===== config.mk =====
export PLATFORM = sky130hd
export DESIGN_NAME = bst_tap
export DESIGN_NICKNAME = d
export VERILOG_FILES = /design/src/core/bst_pkg.sv /design/src/core/bst_tap.sv
export VERILOG_INCLUDE_DIRS = /design/src /design/src/core
export SDC_FILE = /design/constraint.sdc
export NUM_CORES = 1
export LEC_CHECK = 0
export BUFFER_PORTS_ARGS = -buffer_cell sky130_fd_sc_hd__buf_2
export CAP_MARGIN = 20
export CORE_UTILIZATION = 45
export CTS_CLUSTER_DIAMETER = 40
export CTS_CLUSTER_SIZE = 30
export DETAILED_ROUTE_END_ITERATION = 12
export GPL_ROUTABILITY_DRIVEN = 0
export HOLD_SLACK_MARGIN = 0.08
export PLACE_DENSITY = 0.64
export SLEW_MARGIN = 20
export SYNTH_ARGS = -nofsm -noshare
export SYNTH_HDL_FRONTEND = slang
export SYNTH_SLANG_ARGS = --single-unit

===== constraint.sdc =====
create_clock -name i_clock -period 1.75 [get_ports i_clock]
set_input_delay 0 -clock i_clock [delete_from_list [all_inputs] [get_ports i_clock]]
set_output_delay 0 -clock i_clock [all_outputs]
set_load 0.05 [all_outputs]

===== src/core/bst_defs.svh =====
// Constants for the boundary-scan test access port.
// Assumes inclusion by the package, bst_tap and the bench top module.
`ifndef BST_DEFS_SVH
`define BST_DEFS_SVH
`define BST_IR_W 4
`define BST_IR_CAPTURE 4'h1
`define BST_OP_EXTEST 4'h0
`define BST_OP_SAMPLE 4'h1
`define BST_OP_IDCODE 4'h2
`define BST_OP_HIGHZ 4'h4
`define BST_OP_BYPASS 4'hF
`define BST_ID_W 32
`define BST_ID_VERSION 4'h0
`define BST_ID_PART 16'h0123
`define BST_ID_MAKER 11'h055
`define BST_BSR_W 8
`define BST_TMS_RESET_RUN 5
`endif


===== src/core/bst_pkg.sv =====
// Types for the boundary-scan test access port.
// Assumes bst_defs.svh is on the include path.
`include "bst_defs.svh"
package bst_pkg;
  typedef enum logic [3:0] {
    BST_RESET, BST_IDLE, BST_SEL_DR, BST_CAP_DR, BST_SHIFT_DR, BST_EXIT1_DR,
    BST_PAUSE_DR, BST_EXIT2_DR, BST_UPD_DR, BST_SEL_IR, BST_CAP_IR,
    BST_SHIFT_IR, BST_EXIT1_IR, BST_PAUSE_IR, BST_EXIT2_IR, BST_UPD_IR
  } bst_state_t;
  typedef enum logic [1:0] {BST_SEL_BYPASS, BST_SEL_BSR, BST_SEL_ID} bst_dr_sel_t;
endpackage


===== src/core/bst_tap.sv =====
// Boundary-scan test access port: state machine, instruction register,
// bypass, boundary-scan and identification data registers.
// Assumes test pins arrive asynchronously and are sampled on i_clock.
// TCK must stay high and low for at least three i_clock cycles each.
//
// Notes on behaviour
// - Pins TDI, TMS, TCK, TRST in; TDO out.
// - Five TMS-high edges reach Test-Logic-Reset.
// - Queue operation waits for port reset.
// - State changes on TCK rise, chosen by TMS.
// - Test-Logic-Reset keeps test logic inactive.
// - Run-Test-Idle acts only for suitable instructions.
// - Select states branch to path or onward.
// - Capture-IR loads pattern ending in 01.
// - Shift-IR moves instruction between TDI, TDO.
// - Exit1-IR goes to Pause-IR or Update-IR.
// - Pause-IR holds instruction shift stages.
// - Exit2-IR goes to Shift-IR or Update-IR.
// - Update-IR latches instruction on TCK fall.
// - Capture-DR loads selected data register.
// - Data path states mirror instruction path.
// - Instruction register is four bits, LSB out.
// - Data registers parallel, chosen by instruction.
// - Bypass is one stage, cleared at capture.
// - Bypass shifting leaves function unaffected.
// - Codes 0,1 boundary scan; 2 identification.
// - Code 4 high-Z with bypass; F bypass.
// - Identification is 32 bits, LSB one.
`timescale 1ns/1ns
`include "bst_defs.svh"
module bst_tap (
  input wire logic i_clock,
  input wire logic i_rst,
  input wire logic i_tck,
  input wire logic i_tms,
  input wire logic i_tdi,
  input wire logic i_trst_n,
  input wire logic [`BST_BSR_W-1:0] i_pin_sample,
  output logic o_tdo,
  output logic o_tdo_oe,
  output logic o_queue_enable,
  output logic o_outputs_highz,
  output logic o_extest,
  output logic [`BST_BSR_W-1:0] o_pin_drive,
  output logic o_selftest_run,
  output bst_pkg::bst_state_t o_state
);
  import bst_pkg::*;

  // Two-stage synchronisers for the asynchronous test pins
  logic [1:0] tck_sync;
  logic [1:0] tms_sync;
  logic [1:0] tdi_sync;
  logic [1:0] trst_sync;
  logic tck_prev;
  logic tck_rise;
  logic tck_fall;
  bst_state_t state;
  bst_state_t next_state;
  logic [`BST_IR_W-1:0] ir_shift;
  logic [`BST_IR_W-1:0] ir_active;
  logic bypass_bit;
  logic [`BST_ID_W-1:0] id_shift;
  logic [`BST_BSR_W-1:0] bsr_shift;
  logic [`BST_BSR_W-1:0] bsr_hold;
  logic [2:0] tms_run;
  logic tap_was_reset;
  bst_dr_sel_t dr_sel;
  logic serial_out;
  logic [`BST_BSR_W-1:0] pin_sync_a;
  logic [`BST_BSR_W-1:0] pin_sync_b;
  logic tms_five;
  logic enter_reset;

  // Identification word, LSB fixed at one; field values are arbitrary
  localparam logic [`BST_ID_W-1:0] ID_WORD = {`BST_ID_VERSION, `BST_ID_PART, `BST_ID_MAKER, 1'b1};

  // Decode the active instruction to a data register
  function automatic bst_dr_sel_t decode_dr(input logic [`BST_IR_W-1:0] op);
    case (op)
      `BST_OP_EXTEST, `BST_OP_SAMPLE: decode_dr = BST_SEL_BSR;
      `BST_OP_IDCODE: decode_dr = BST_SEL_ID;
      default: decode_dr = BST_SEL_BYPASS; // Covers 4, F and undefined codes
    endcase
  endfunction

  assign dr_sel = decode_dr(ir_active);

  // Only the second stage of each synchroniser is read by logic
  always_ff @(posedge i_clock) begin
    if (i_rst) begin
      tck_sync <= 2'h0;
      tms_sync <= 2'h3;
      tdi_sync <= 2'h0;
      trst_sync <= 2'h3; // Idle high, so a system reset alone never reads as a test reset
      tck_prev <= 1'b0;
    end else begin
      tck_sync <= {tck_sync[0], i_tck};
      tms_sync <= {tms_sync[0], i_tms};
      tdi_sync <= {tdi_sync[0], i_tdi};
      trst_sync <= {trst_sync[0], i_trst_n};
      tck_prev <= tck_sync[1];
    end
  end

  // Edge detect on the sampled test clock; TCK period must span several cycles
  assign tck_rise = tck_sync[1] & ~tck_prev;
  assign tck_fall = ~tck_sync[1] & tck_prev;

  // Functional pin levels synchronised per bit; capture reads i_pin_sample
  // directly, so pin_sync_b is never read and no word coherency is promised
  always_ff @(posedge i_clock) begin
    if (i_rst) begin
      pin_sync_a <= '0;
      pin_sync_b <= '0;
    end else begin
      pin_sync_a <= i_pin_sample;
      pin_sync_b <= pin_sync_a;
    end
  end

  // Standard next-state table, chosen by TMS
  always_comb begin
    next_state = state;
    unique case (state)
      BST_RESET: next_state = tms_sync[1] ? BST_RESET : BST_IDLE;
      BST_IDLE: next_state = tms_sync[1] ? BST_SEL_DR : BST_IDLE;
      BST_SEL_DR: next_state = tms_sync[1] ? BST_SEL_IR : BST_CAP_DR;
      BST_CAP_DR: next_state = tms_sync[1] ? BST_EXIT1_DR : BST_SHIFT_DR;
      BST_SHIFT_DR: next_state = tms_sync[1] ? BST_EXIT1_DR : BST_SHIFT_DR;
      BST_EXIT1_DR: next_state = tms_sync[1] ? BST_UPD_DR : BST_PAUSE_DR;
      BST_PAUSE_DR: next_state = tms_sync[1] ? BST_EXIT2_DR : BST_PAUSE_DR;
      BST_EXIT2_DR: next_state = tms_sync[1] ? BST_UPD_DR : BST_SHIFT_DR;
      BST_UPD_DR: next_state = tms_sync[1] ? BST_SEL_DR : BST_IDLE;
      BST_SEL_IR: next_state = tms_sync[1] ? BST_RESET : BST_CAP_IR;
      BST_CAP_IR: next_state = tms_sync[1] ? BST_EXIT1_IR : BST_SHIFT_IR;
      BST_SHIFT_IR: next_state = tms_sync[1] ? BST_EXIT1_IR : BST_SHIFT_IR;
      BST_EXIT1_IR: next_state = tms_sync[1] ? BST_UPD_IR : BST_PAUSE_IR;
      BST_PAUSE_IR: next_state = tms_sync[1] ? BST_EXIT2_IR : BST_PAUSE_IR;
      BST_EXIT2_IR: next_state = tms_sync[1] ? BST_UPD_IR : BST_SHIFT_IR;
      BST_UPD_IR: next_state = tms_sync[1] ? BST_SEL_DR : BST_IDLE;
    endcase
  end

  // State register; TRST low forces Test-Logic-Reset, as do five TMS-high edges
  always_ff @(posedge i_clock) begin
    if (i_rst || !trst_sync[1]) begin
      state <= BST_RESET;
    end else if (tck_rise) begin
      state <= tms_five ? BST_RESET : next_state;
    end
  end

  // Count of consecutive TMS-high rising edges, a guard beside the table
  always_ff @(posedge i_clock) begin
    if (i_rst || !trst_sync[1]) begin
      tms_run <= 3'h0;
    end else if (tck_rise) begin
      if (!tms_sync[1]) begin
        tms_run <= 3'h0;
      end else if (tms_run != 3'(`BST_TMS_RESET_RUN - 1)) begin
        tms_run <= tms_run + 3'h1;
      end
    end
  end

  // Fifth consecutive TMS-high rising edge, whatever the table says
  assign tms_five = tms_sync[1] && (tms_run == 3'(`BST_TMS_RESET_RUN - 1));
  // A clocked arrival in Test-Logic-Reset, by the table or by the guard
  assign enter_reset = tck_rise && (tms_five || next_state == BST_RESET);

  // Queue operation is held off until the tester has reset the port
  // The system reset parks the machine but does not arm the queue: only a test
  // reset or a clocked entry into Test-Logic-Reset does
  always_ff @(posedge i_clock) begin
    if (i_rst) begin
      tap_was_reset <= 1'b0;
    end else if (!trst_sync[1] || enter_reset) begin
      tap_was_reset <= 1'b1;
    end
  end

  // Instruction shift stages: capture, shift LSB first, hold in pause
  always_ff @(posedge i_clock) begin
    if (i_rst) begin
      ir_shift <= `BST_IR_CAPTURE;
    end else if (tck_rise) begin
      if (state == BST_CAP_IR) begin
        ir_shift <= `BST_IR_CAPTURE;
      end else if (state == BST_SHIFT_IR) begin
        ir_shift <= {tdi_sync[1], ir_shift[`BST_IR_W-1:1]};
      end
    end
  end

  // Active instruction latched on the falling edge in Update-IR; reset picks identification
  always_ff @(posedge i_clock) begin
    if (i_rst || state == BST_RESET) begin
      ir_active <= `BST_OP_IDCODE;
    end else if (tck_fall && state == BST_UPD_IR) begin
      ir_active <= ir_shift;
    end
  end

  // Data registers: only the selected one captures and shifts
  always_ff @(posedge i_clock) begin
    if (i_rst) begin
      bypass_bit <= 1'b0;
      id_shift <= ID_WORD;
      bsr_shift <= '0;
    end else if (tck_rise) begin
      if (state == BST_CAP_DR) begin
        unique case (dr_sel)
          BST_SEL_BYPASS: bypass_bit <= 1'b0;
          BST_SEL_ID: id_shift <= ID_WORD;
          BST_SEL_BSR: bsr_shift <= i_pin_sample;
        endcase
      end else if (state == BST_SHIFT_DR) begin
        unique case (dr_sel)
          BST_SEL_BYPASS: bypass_bit <= tdi_sync[1];
          BST_SEL_ID: id_shift <= {tdi_sync[1], id_shift[`BST_ID_W-1:1]};
          BST_SEL_BSR: bsr_shift <= {tdi_sync[1], bsr_shift[`BST_BSR_W-1:1]};
        endcase
      end
    end
  end

  // Boundary hold stage updated on the falling edge in Update-DR
  always_ff @(posedge i_clock) begin
    if (i_rst) begin
      bsr_hold <= '0;
    end else if (tck_fall && state == BST_UPD_DR && dr_sel == BST_SEL_BSR) begin
      bsr_hold <= bsr_shift;
    end
  end

  // Serial source for TDO
  always_comb begin
    serial_out = bypass_bit;
    if (state == BST_SHIFT_IR) begin
      serial_out = ir_shift[0];
    end else if (dr_sel == BST_SEL_ID) begin
      serial_out = id_shift[0];
    end else if (dr_sel == BST_SEL_BSR) begin
      serial_out = bsr_shift[0];
    end
  end

  // TDO moves on the falling edge only
  always_ff @(posedge i_clock) begin
    if (i_rst) begin
      o_tdo <= 1'b0;
    end else if (tck_fall) begin
      o_tdo <= serial_out;
    end
  end

  // Enable follows the shift states at the falling edge; a test reset drops it at
  // once, since TCK may be parked high and no falling edge may follow
  always_ff @(posedge i_clock) begin
    if (i_rst || !trst_sync[1]) begin
      o_tdo_oe <= 1'b0;
    end else if (tck_fall) begin
      o_tdo_oe <= (state == BST_SHIFT_IR) || (state == BST_SHIFT_DR);
    end
  end

  // Queue enable; bypass leaves it alone, external test takes the pins away
  always_ff @(posedge i_clock) begin
    if (i_rst) begin
      o_queue_enable <= 1'b0;
    end else begin
      o_queue_enable <= tap_was_reset && (ir_active != `BST_OP_EXTEST);
    end
  end

  // Test-mode controls; high-Z and external test inactive in Test-Logic-Reset, pin drive always follows the hold stage
  always_ff @(posedge i_clock) begin
    if (i_rst) begin
      o_outputs_highz <= 1'b0;
      o_extest <= 1'b0;
      o_pin_drive <= '0;
      o_selftest_run <= 1'b0;
    end else begin
      o_outputs_highz <= (state != BST_RESET) && (ir_active == `BST_OP_HIGHZ);
      o_extest <= (state != BST_RESET) && (ir_active == `BST_OP_EXTEST);
      o_pin_drive <= bsr_hold;
      o_selftest_run <= 1'b0; // No self-test instruction is defined, so idle stays quiet
    end
  end

  // State mirror for observation, one clock behind the machine
  always_ff @(posedge i_clock) begin
    if (i_rst) begin
      o_state <= BST_RESET;
    end else begin
      o_state <= state;
    end
  end
endmodule // bst_tap


==> results of run 1 <==
[routing by layer]
metal / share of wire (%) / routed length (um) / vias to the layer above / track usage, %
li1: - / - / 1505 / -
met1: 47 / 3570 / 1370 / 23.0
met2: 48 / 3620 / 53 / 31.0
met3: 3.0 / 228 / 15 / 4.39
met4: 2.2 / 163 / 0 / 8.85
met5: 0 / 0 / - / 0
[worst paths after layout]
kind	from	to	slack, ps	depth (start not counted)
worst max-delay path	ir_active[0]	id_shift[0]	70	5
worst min-delay path	i_tms	tms_sync[0]	360	3
worst max register to register	ir_active[0]	id_shift[0]	70	5
worst min register to register	trst_sync[0]	trst_sync[1]	430	1
[registers in the layout (all words and copies together), names as in the netlist]
name	cells
o_tdo	1
tms_sync	2
bypass_bit	1
ir_shift	4
o_queue_enable	1
bsr_hold	8
o_outputs_highz	1
tck_sync	2
tck_prev	1
state	4
bsr_shift	8
tdi_sync	2
tms_run	3
trst_sync	2
tap_was_reset	1
o_state	4
o_pin_drive	8
id_shift	32
o_extest	1
ir_active	4
o_tdo_oe	1
[stage by stage]
step / utilization (%) / TNS (ps) / power [W] / setup WS, ps / instances
floorplan: - / 0 / 0.00222 / 66.6 / 410
global placement: 51.7 / 0 / 0.00226 / 75.8 / 539
detailed placement: 51.7 / 0 / 0.00226 / 41.5 / 539
CTS: 56.2 / 0 / 0.00386 / 18.5 / 568
global route: 57.1 / -4.53 / 0.00397 / -4.53 / 570
finish: 57.1 / 0 / 0.00382 / 69.2 / 570
[worst reg2reg max path: cells and delay by family, from the launching register on]
family	cells	cell delay [ps]
DFF	1	340
AOI/OAI and AO/OA	1	80
buffers and inverters	1	170
and+or+nand+nor	3	990
[cells by family (layout without fill, tap and decap cells)]
family                     Yosys count  after routing  synth area share (%)
AOI/OAI and AO/OA                   73             73                  13.0
xor gates and xnor gates             1              1                 0.242
adders and majority gates            2              2                 0.690
buffers and inverters               40             98                  5.32
DFF                                 91             91                  50.3
muxes                               16             16                  4.45
other                                1              1                 0.103
and+or+nand+nor                    186            186                  25.9
[layout by cell type, fill, tap and decap left out, drive strengths merged, types with 4 or more instances in the layout]
cell,instances
o21bai,9
dfxtp,91
nand3,33
nor2,44
nand2b,4
or2,5
nor3,15
inv,9
mux2i,15
clkbuf,11
nand2,49
nor2b,19
a311oi,7
o21ai,4
buf,60
a21oi,36
dlygate4sd3,13
[power groups by stage]
stage	Clock, W	Combinational, W	Sequential (W)
2_1_floorplan	0	0.0000764	0.00215
3_3_place_gp	0	0.000123	0.00214
3_5_place_dp	0	0.000124	0.00214
4_1_cts	0.00163	0.000147	0.00209
5_1_grt	0.00172	0.000160	0.00209
6_report	0.00159	0.000146	0.00209
[what timing repair did]
action,4_1_cts,5_1_grt
hold endpoints to repair,21,0
setup endpoints to repair,0,42
hold buffers,13,0
gates resized for setup,0,11
[cell type report]
cell class / instances / share of cell area, %
inverter: 7 / 0.593
sequential: 91 / 41.3
timing repair buffer: 75 / 13.3
clock buffer: 10 / 2.88
multi-input combinational: 279 / 36.9
tap: 102 / 2.88
clock inverter: 6 / 2.17
==> results.cfg, run 1 <==
[logic_synthesis]
ys_seq_elements = 91
ys_top_cells_by_count = dfxtp_1, nand2_1, nor2_1
ys_seq_area_share_pct = 50.3
yosysMostFrequentCell = dfxtp_1
synth_fp_nets = 426
ys_warn_count = 0
synthFlopType = dfxtp_1
syn_avg_cell_area_um2 = 8.84
synth-async-reset-ratio_pct = 0
yosysTopAreaCellShare_pct = 50.3
netlist_area_mm2 = 0.00362
ys_types = 49
synth_edf_count = 0
yosys-top-cells-area = dfxtp_1, nand2_1, a21oi_1
netlist_instances = 410
synth_area_leader_cell = dfxtp_1

[sta]
whs_ps = 362
fin_crit_sh_pct = 96.0
fmax_ghz = 0.595
hold_viol_final = 0
rsz0062_at_grt = yes
clock_skew_ps = 17.3
setup_viol = 0
drv_slew = 0
fin_crit_ps = 1680

[setup_path]
cp_num_buf_inv = 1
cpLargestDelayFamily = simple AND/OR/NAND/NOR gates
crit_arrival_ps = 1930
critical-path-slowest-cell = or4b_4
path_class = flip-flop to flip-flop
critical_path.max_fanout = 32
slowest_delay_ps = 530
cp.required_ps = 2000
path_cells = or4b_4 -> or2_4 -> buf_12 -> nor3_1 -> o21bai_1
critPathLaunchType = flip-flop
worstSetupEndpointType = flip-flop

[cts]
numCtsBuffers = 9
cts_sinks = 91
tritoncts = built
post-cts-setup-buffers = 0
htreeDepth = 3
clkLatencyLatePin_ps = 360
clock-root-buffer = clkbuf_8
clk_path_buf_depth = 2
clk_transition_reported_paths_ps = 90

[job]
maxCapViolations = 0

[floorplan]
rows = 32
dieArea_mm2 = 0.00842
core_mm2 = 0.00777
start_util_pct = 46.6
die_height_um = 91.7
die_w_um = 91.7
ios = 32

[grt]
grt_pass1_wl_mm = 12.6
grt_max_degree = 58
antenna_found_initial = 0
grt_pass1_vias = 2799
grt.total_usage_pct = 18.7
grt-ovfl-total = 0

[placement]
port_buffers = 30
dp.final_hpwl_mm = 4.85
place_area_mm2 = 0.00401

[power_and_ir_drop]
internal-power_w = 0.00297
p_leak_nw = 1.75
p_per_area_mw_per_mm2 = 862
seqPwrFrac_pct = 54.7
power_frac_comb_pct = 3.8
vdd_drop_max_mv = 0.365
swShare_pct = 22.3
clkPwrFrac_pct = 41.5
p_sw_w = 0.000851

[drt]
drt_wl_total_mm = 7.58
dr_total_vias = 2943
drc_errors = 0
drt-vias-per-instance = 5.16
drt_iter0_drc = 122
firstDrtPassIters = 4
ant_nets = 0
wl_per_cell_um = 13.3

[finish]
fin_area_mm2 = 0.00443
fill_cells = 695
antenna_cells = 0
seqCellArea_mm2 = 0.00183
drive_gt1_share_pct = 21.8
syn_to_final_growth_pct = 22.4
multi_input_area_mm2 = 0.00163
num-nets-final = 479

[status]
status = complete, no violations

[hold_path]
min_path_type = primary input to flip-flop
Power figures use the tool's default switching activity.
==> run 2: changes to the inputs <==
Settings changed: ABC_AREA set to 1, PLACE_DENSITY 0.64 to 0.65.
==> results.cfg, run 2 <==
[logic_synthesis]
ys_seq_area_share_pct = 51.0
synth_top_family_by_area = simple AND/OR/NAND/NOR gates
ys_types = 36
synth_area_leader_cell = dfxtp_1
synth_fp_nets = 485
muxShareOfSynthArea_pct = 0
ys_top_cells_by_count = nand2_1, dfxtp_1, a21oi_1
ys_seq_elements = 91
synth_edf_count = 0
synthSimpleGateAreaFrac_pct = 24.6
synthXorXnorAreaFrac_pct = 0
synth-async-reset-ratio_pct = 0
yosysMostFrequentCell = nand2_1
synth-adder-area-share_pct = 0.700
netlist_instances = 469
yosys-top-cells-area = dfxtp_1, nand2_1, a21oi_1
netlist_area_mm2 = 0.00357
synth_compound_area_share_pct = 15.4
ys_warn_count = 0
yosysTopAreaCellShare_pct = 51.0
syn_avg_cell_area_um2 = 7.62
synthFlopType = dfxtp_1

[placement]
dp.final_hpwl_mm = 4.81
place_area_mm2 = 0.00381
port_buffers = 30

[setup_path]
path_cells = nand2_1 -> inv_2 -> nand2_2 -> nand2_1 -> nand2_2 -> nor2_4 -> buf_4 -> nand3_1 -> a21oi_1
critical-path-slowest-cell = dfxtp_2
critical_path.max_fanout = 17
path_class = flip-flop to flip-flop
critPathLaunchType = flip-flop
cp.required_ps = 2030
slowest_delay_ps = 410
crit_arrival_ps = 1810
worstSetupEndpointType = flip-flop

[finish]
syn_to_final_growth_pct = 16.0
fill_cells = 768
fin_area_mm2 = 0.00415
num-nets-final = 525
final_common_cell = nand2_1
top_register = id_shift
most-common-layout-cells = nand2_1, dfxtp_1, a21oi_1
seqCellArea_mm2 = 0.00183
antenna_cells = 0
drive_gt1_share_pct = 16.2
final_util_pct = 53.9
largest_reg_flops = 32
multi_input_area_mm2 = 0.00146

[drt]
ant_nets = 0
drt_wl_total_mm = 7.15
drc_errors = 0
firstDrtPassIters = 5
drt-vias-per-instance = 4.93
drt_iter0_drc = 142
dr_total_vias = 3032
wl_per_cell_um = 11.6

[status]
status = complete, no violations

[job]
maxCapViolations = 0

[grt]
antenna_found_initial = 0
grt.total_usage_pct = 18.6
grt_max_degree = 55
grt_pass1_wl_mm = 12.4
grt-ovfl-total = 0
grt_pass1_vias = 2753

[cts]
clock-root-buffer = clkbuf_8
clkLatencyLatePin_ps = 360
htreeDepth = 3
tritoncts = built
clk_path_buf_depth = 2
clk_transition_reported_paths_ps = 90
numCtsBuffers = 9
cts_sinks = 91

[sta]
drv_slew = 0
fin_crit_sh_pct = 87.4
clock_skew_ps = 9.30
setup_tns_ps = 0
hold_viol_final = 0
whs_ps = 188
slew_headroom_pct = 63.0
fin_crit_ps = 1530
setup_viol = 0
worstMarginPinSlew_ps = 555
rsz0062_at_grt = no
fmax_ghz = 0.654

[floorplan]
die_w_um = 91.1
rows = 32
ios = 32
dieArea_mm2 = 0.00830
die_height_um = 91.1
core_mm2 = 0.00769
start_util_pct = 46.5

[power_and_ir_drop]
p_leak_nw = 1.72
p_per_area_mw_per_mm2 = 882
vdd_drop_max_mv = 0.336

[hold_path]
min_path_type = primary input to flip-flop
## run 2: metal layers
metal | track usage, % | wire [um]
met1 | 24.7 | 3630
met2 | 29.4 | 3130
met3 | 3.35 | 256
met4 | 8.86 | 130
met5 | 0 | 0
## run 2: area by class of cell
cell class              instances  area share [%]
flip-flops and latches         91            44.1
clock buffers                  10            3.32
multi-input cells             308            35.2
inverters                      46            4.23
well taps                     102            3.08
repair buffers                 53            8.60
clock inverters                 5            1.51
## run 2: kinds of logic (layout without fill, tap and decap cells)
| logic type | count (synthesis) | in the layout |
|---|---|---|
| AND/OR/NAND/NOR | 203 | 203 |
| other | 1 | 1 |
| flip-flops | 91 | 91 |
| buffers and inverters | 70 | 114 |
| AO/OA/AOI/OAI | 102 | 102 |
| adder cells (fa/ha/maj) | 2 | 2 |
## run 2: critical path, delay by kind of cell, from the launching register on
family,cells,cell delay [ps]
and+or+nand+nor,6,610
DFF,1,410
buffers and inverters,2,310
AOI/OAI and AO/OA,1,130
## run 2: where the power goes
group / internal, W / switching (W) / leakage (nW) / total (W)
clock network: 0.000698 / 0.000732 / 0.0950 / 0.00143
logic: 0.0000517 / 0.0000814 / 0.885 / 0.000133
registers: 0.00208 / 0.00000916 / 0.738 / 0.00209
## run 2: what timing repair did
| item | 4_1_cts | 5_1_grt |
|---|---|---|
| buffers inserted | 0 | 0 |
| hold buffers | 12 | 0 |
| setup endpoints to repair | 0 | 42 |
| resized for setup | 0 | 7 |
| endpoints found under the hold margin | 12 | 0 |
## run 2: path summary, 6_finish.rpt
kind	start	end	slack (ps)	cells after the start
setup / recovery	state[0]	id_shift[9]	220	9
hold / removal	i_rst	id_shift[1]	190	3
setup reg to reg	state[0]	id_shift[9]	220	9
hold reg to reg	tdi_sync[0]	tdi_sync[1]	410	2
## run 2: metrics by stage
stage / power (W) / setup slack [ps] / cells
final: 0.00366 / 220 / 615
after global routing: 0.00378 / 14.0 / 615
after CTS: 0.00369 / 88.0 / 615
after detailed placement: 0.00225 / 94.6 / 588
after global placement: 0.00225 / 128 / 588
after floorplan: 0.00221 / 287 / 469
==> run 3: changes to the inputs <==
Settings changed: RECOVER_POWER set to 100.
==> results.cfg, run 3 (same netlist as run 2, synthesis figures left out) <==
[status]
status = complete, no violations

[sta]
drv_slew = 0
whs_ps = 193
setup_tns_ps = 0
worstMarginPinSlew_ps = 610
hold_viol_final = 0
setup_viol = 0
fin_crit_ps = 1590
fin_crit_sh_pct = 90.9
clock_skew_ps = 9.47
slew_headroom_pct = 59.5
fmax_ghz = 0.629
rsz0062_at_grt = no

[placement]
post-place-cells = 588
port_buffers = 30
dp.final_hpwl_mm = 4.81

[drt]
drt_iter0_drc = 165
drt-vias-per-instance = 4.91
firstDrtPassIters = 4
wl_per_cell_um = 11.7
dr_total_vias = 3017
ant_nets = 0
drt_wl_total_mm = 7.20
drc_errors = 0

[floorplan]
die_w_um = 91.1
rows = 32
start_util_pct = 46.5
ios = 32
die_height_um = 91.1
dieArea_mm2 = 0.00830
core_mm2 = 0.00769

[finish]
final_cell_count_no_fill = 615
most-common-layout-cells = nand2_1, dfxtp_1, a21oi_1
syn_to_final_growth_pct = 15.2
largest_reg_flops = 32
drive_gt1_share_pct = 12.1
antenna_cells = 0
fill_cells = 775
final_common_cell = nand2_1
num-nets-final = 525
top_register = id_shift

[grt]
grt_max_degree = 55
antenna_found_initial = 0
grt_pass1_wl_mm = 12.4
grt.total_usage_pct = 18.6
grt-ovfl-total = 0
grt_pass1_vias = 2753

[cts]
tritoncts = built
post-cts-setup-buffers = 0
clock-root-buffer = clkbuf_8
numCtsBuffers = 9
clk_transition_reported_paths_ps = 90
clkLatencyLatePin_ps = 360
cts_sinks = 91
clk_path_buf_depth = 2
htreeDepth = 3

[power_and_ir_drop]
vdd_drop_max_mv = 0.338
p_leak_nw = 1.64
p_per_area_mw_per_mm2 = 890

[setup_path]
cp.required_ps = 2030
critical_path.max_fanout = 17
path_class = flip-flop to flip-flop
critPathLaunchType = flip-flop
crit_arrival_ps = 1870
worstSetupEndpointType = flip-flop

[job]
maxCapViolations = 0

[hold_path]
min_path_type = primary input to flip-flop
==> run 3: cell types whose count changed in the layout (fill, tap and decap cells not counted) <==
cell      before  now
clkbuf_1       0   18
buf_2         30   13
o21ai_0       17   20
o21ai_1       11    8
buf_4         10    8
inv_1         37   39
inv_2          7    5
clkbuf_2       0    1
nor2_1        50   51
nor2_2         3    2
==> run 3: final timing paths <==
path,slack (ps),end,cells past startpoint,startpoint
worst min-delay path,190,id_shift[1],3,i_rst
worst max-delay path,160,id_shift[9],6,ir_active[3]
worst min register to register,410,tdi_sync[1],2,tdi_sync[0]
worst max register to register,160,id_shift[9],6,ir_active[3]
==> run 3: stage by stage <==
| step | area [um2] | utilization (%) | total power (W) | worst slack (ps) |
|---|---|---|---|---|
| finish | 4120 | 53.5 | 0.00366 | 159 |
| CTS | 4130 | 53.8 | 0.00369 | 88.0 |
| detailed placement | 3810 | 49.6 | 0.00225 | 94.6 |
| global route | 4120 | 53.5 | 0.00378 | 8.28 |
| floorplan | 3570 | - | 0.00221 | 287 |
| global placement | 3810 | 49.6 | 0.00225 | 128 |
==> run 3: routing by layer <==
metal  part of all wire [%]  vias up  wire, um  global-route usage (%)
li1                       -     1596         -                       -
met2                     44       50      3150                    29.4
met3                    3.7       11       263                    3.35
met4                    1.9        0       138                    8.86
met1                     51     1360      3650                    24.7
met5                      0        -         0                       0
==> run 3: critical path, stage by stage (launching register included) <==
cell     delay (ps)
dfxtp_1         330
nor2_1          240
nand3_1         270
nor2_4          220
buf_4           230
nand3_1         100
a21oi_1         130
==> run 3: final cells by class <==
class / instances / area [um2] / share of cell area, %
flip-flops and latches: 91 / 1830 / 44.4
repair buffers: 53 / 329 / 8.00
clock buffers: 10 / 138 / 3.34
multi-input cells: 308 / 1460 / 35.4
well taps: 102 / 128 / 3.10
clock inverters: 5 / 62.6 / 1.52
inverters: 46 / 175 / 4.26
==> run 3: timing repair <==
item                                    CTS  global route
hold endpoints to repair                 12             0
endpoints found under the setup margin    0            42
gates resized for setup                   0             7
hold buffers                             12             0
==> run 3: where the power goes <==
part / leakage, nW / internal [W] / switching, W
registers: 0.738 / 0.00208 / 0.00000900
clock network: 0.0950 / 0.000698 / 0.000738
logic: 0.804 / 0.0000501 / 0.0000818
total: 1.64 / 0.00283 / 0.000828
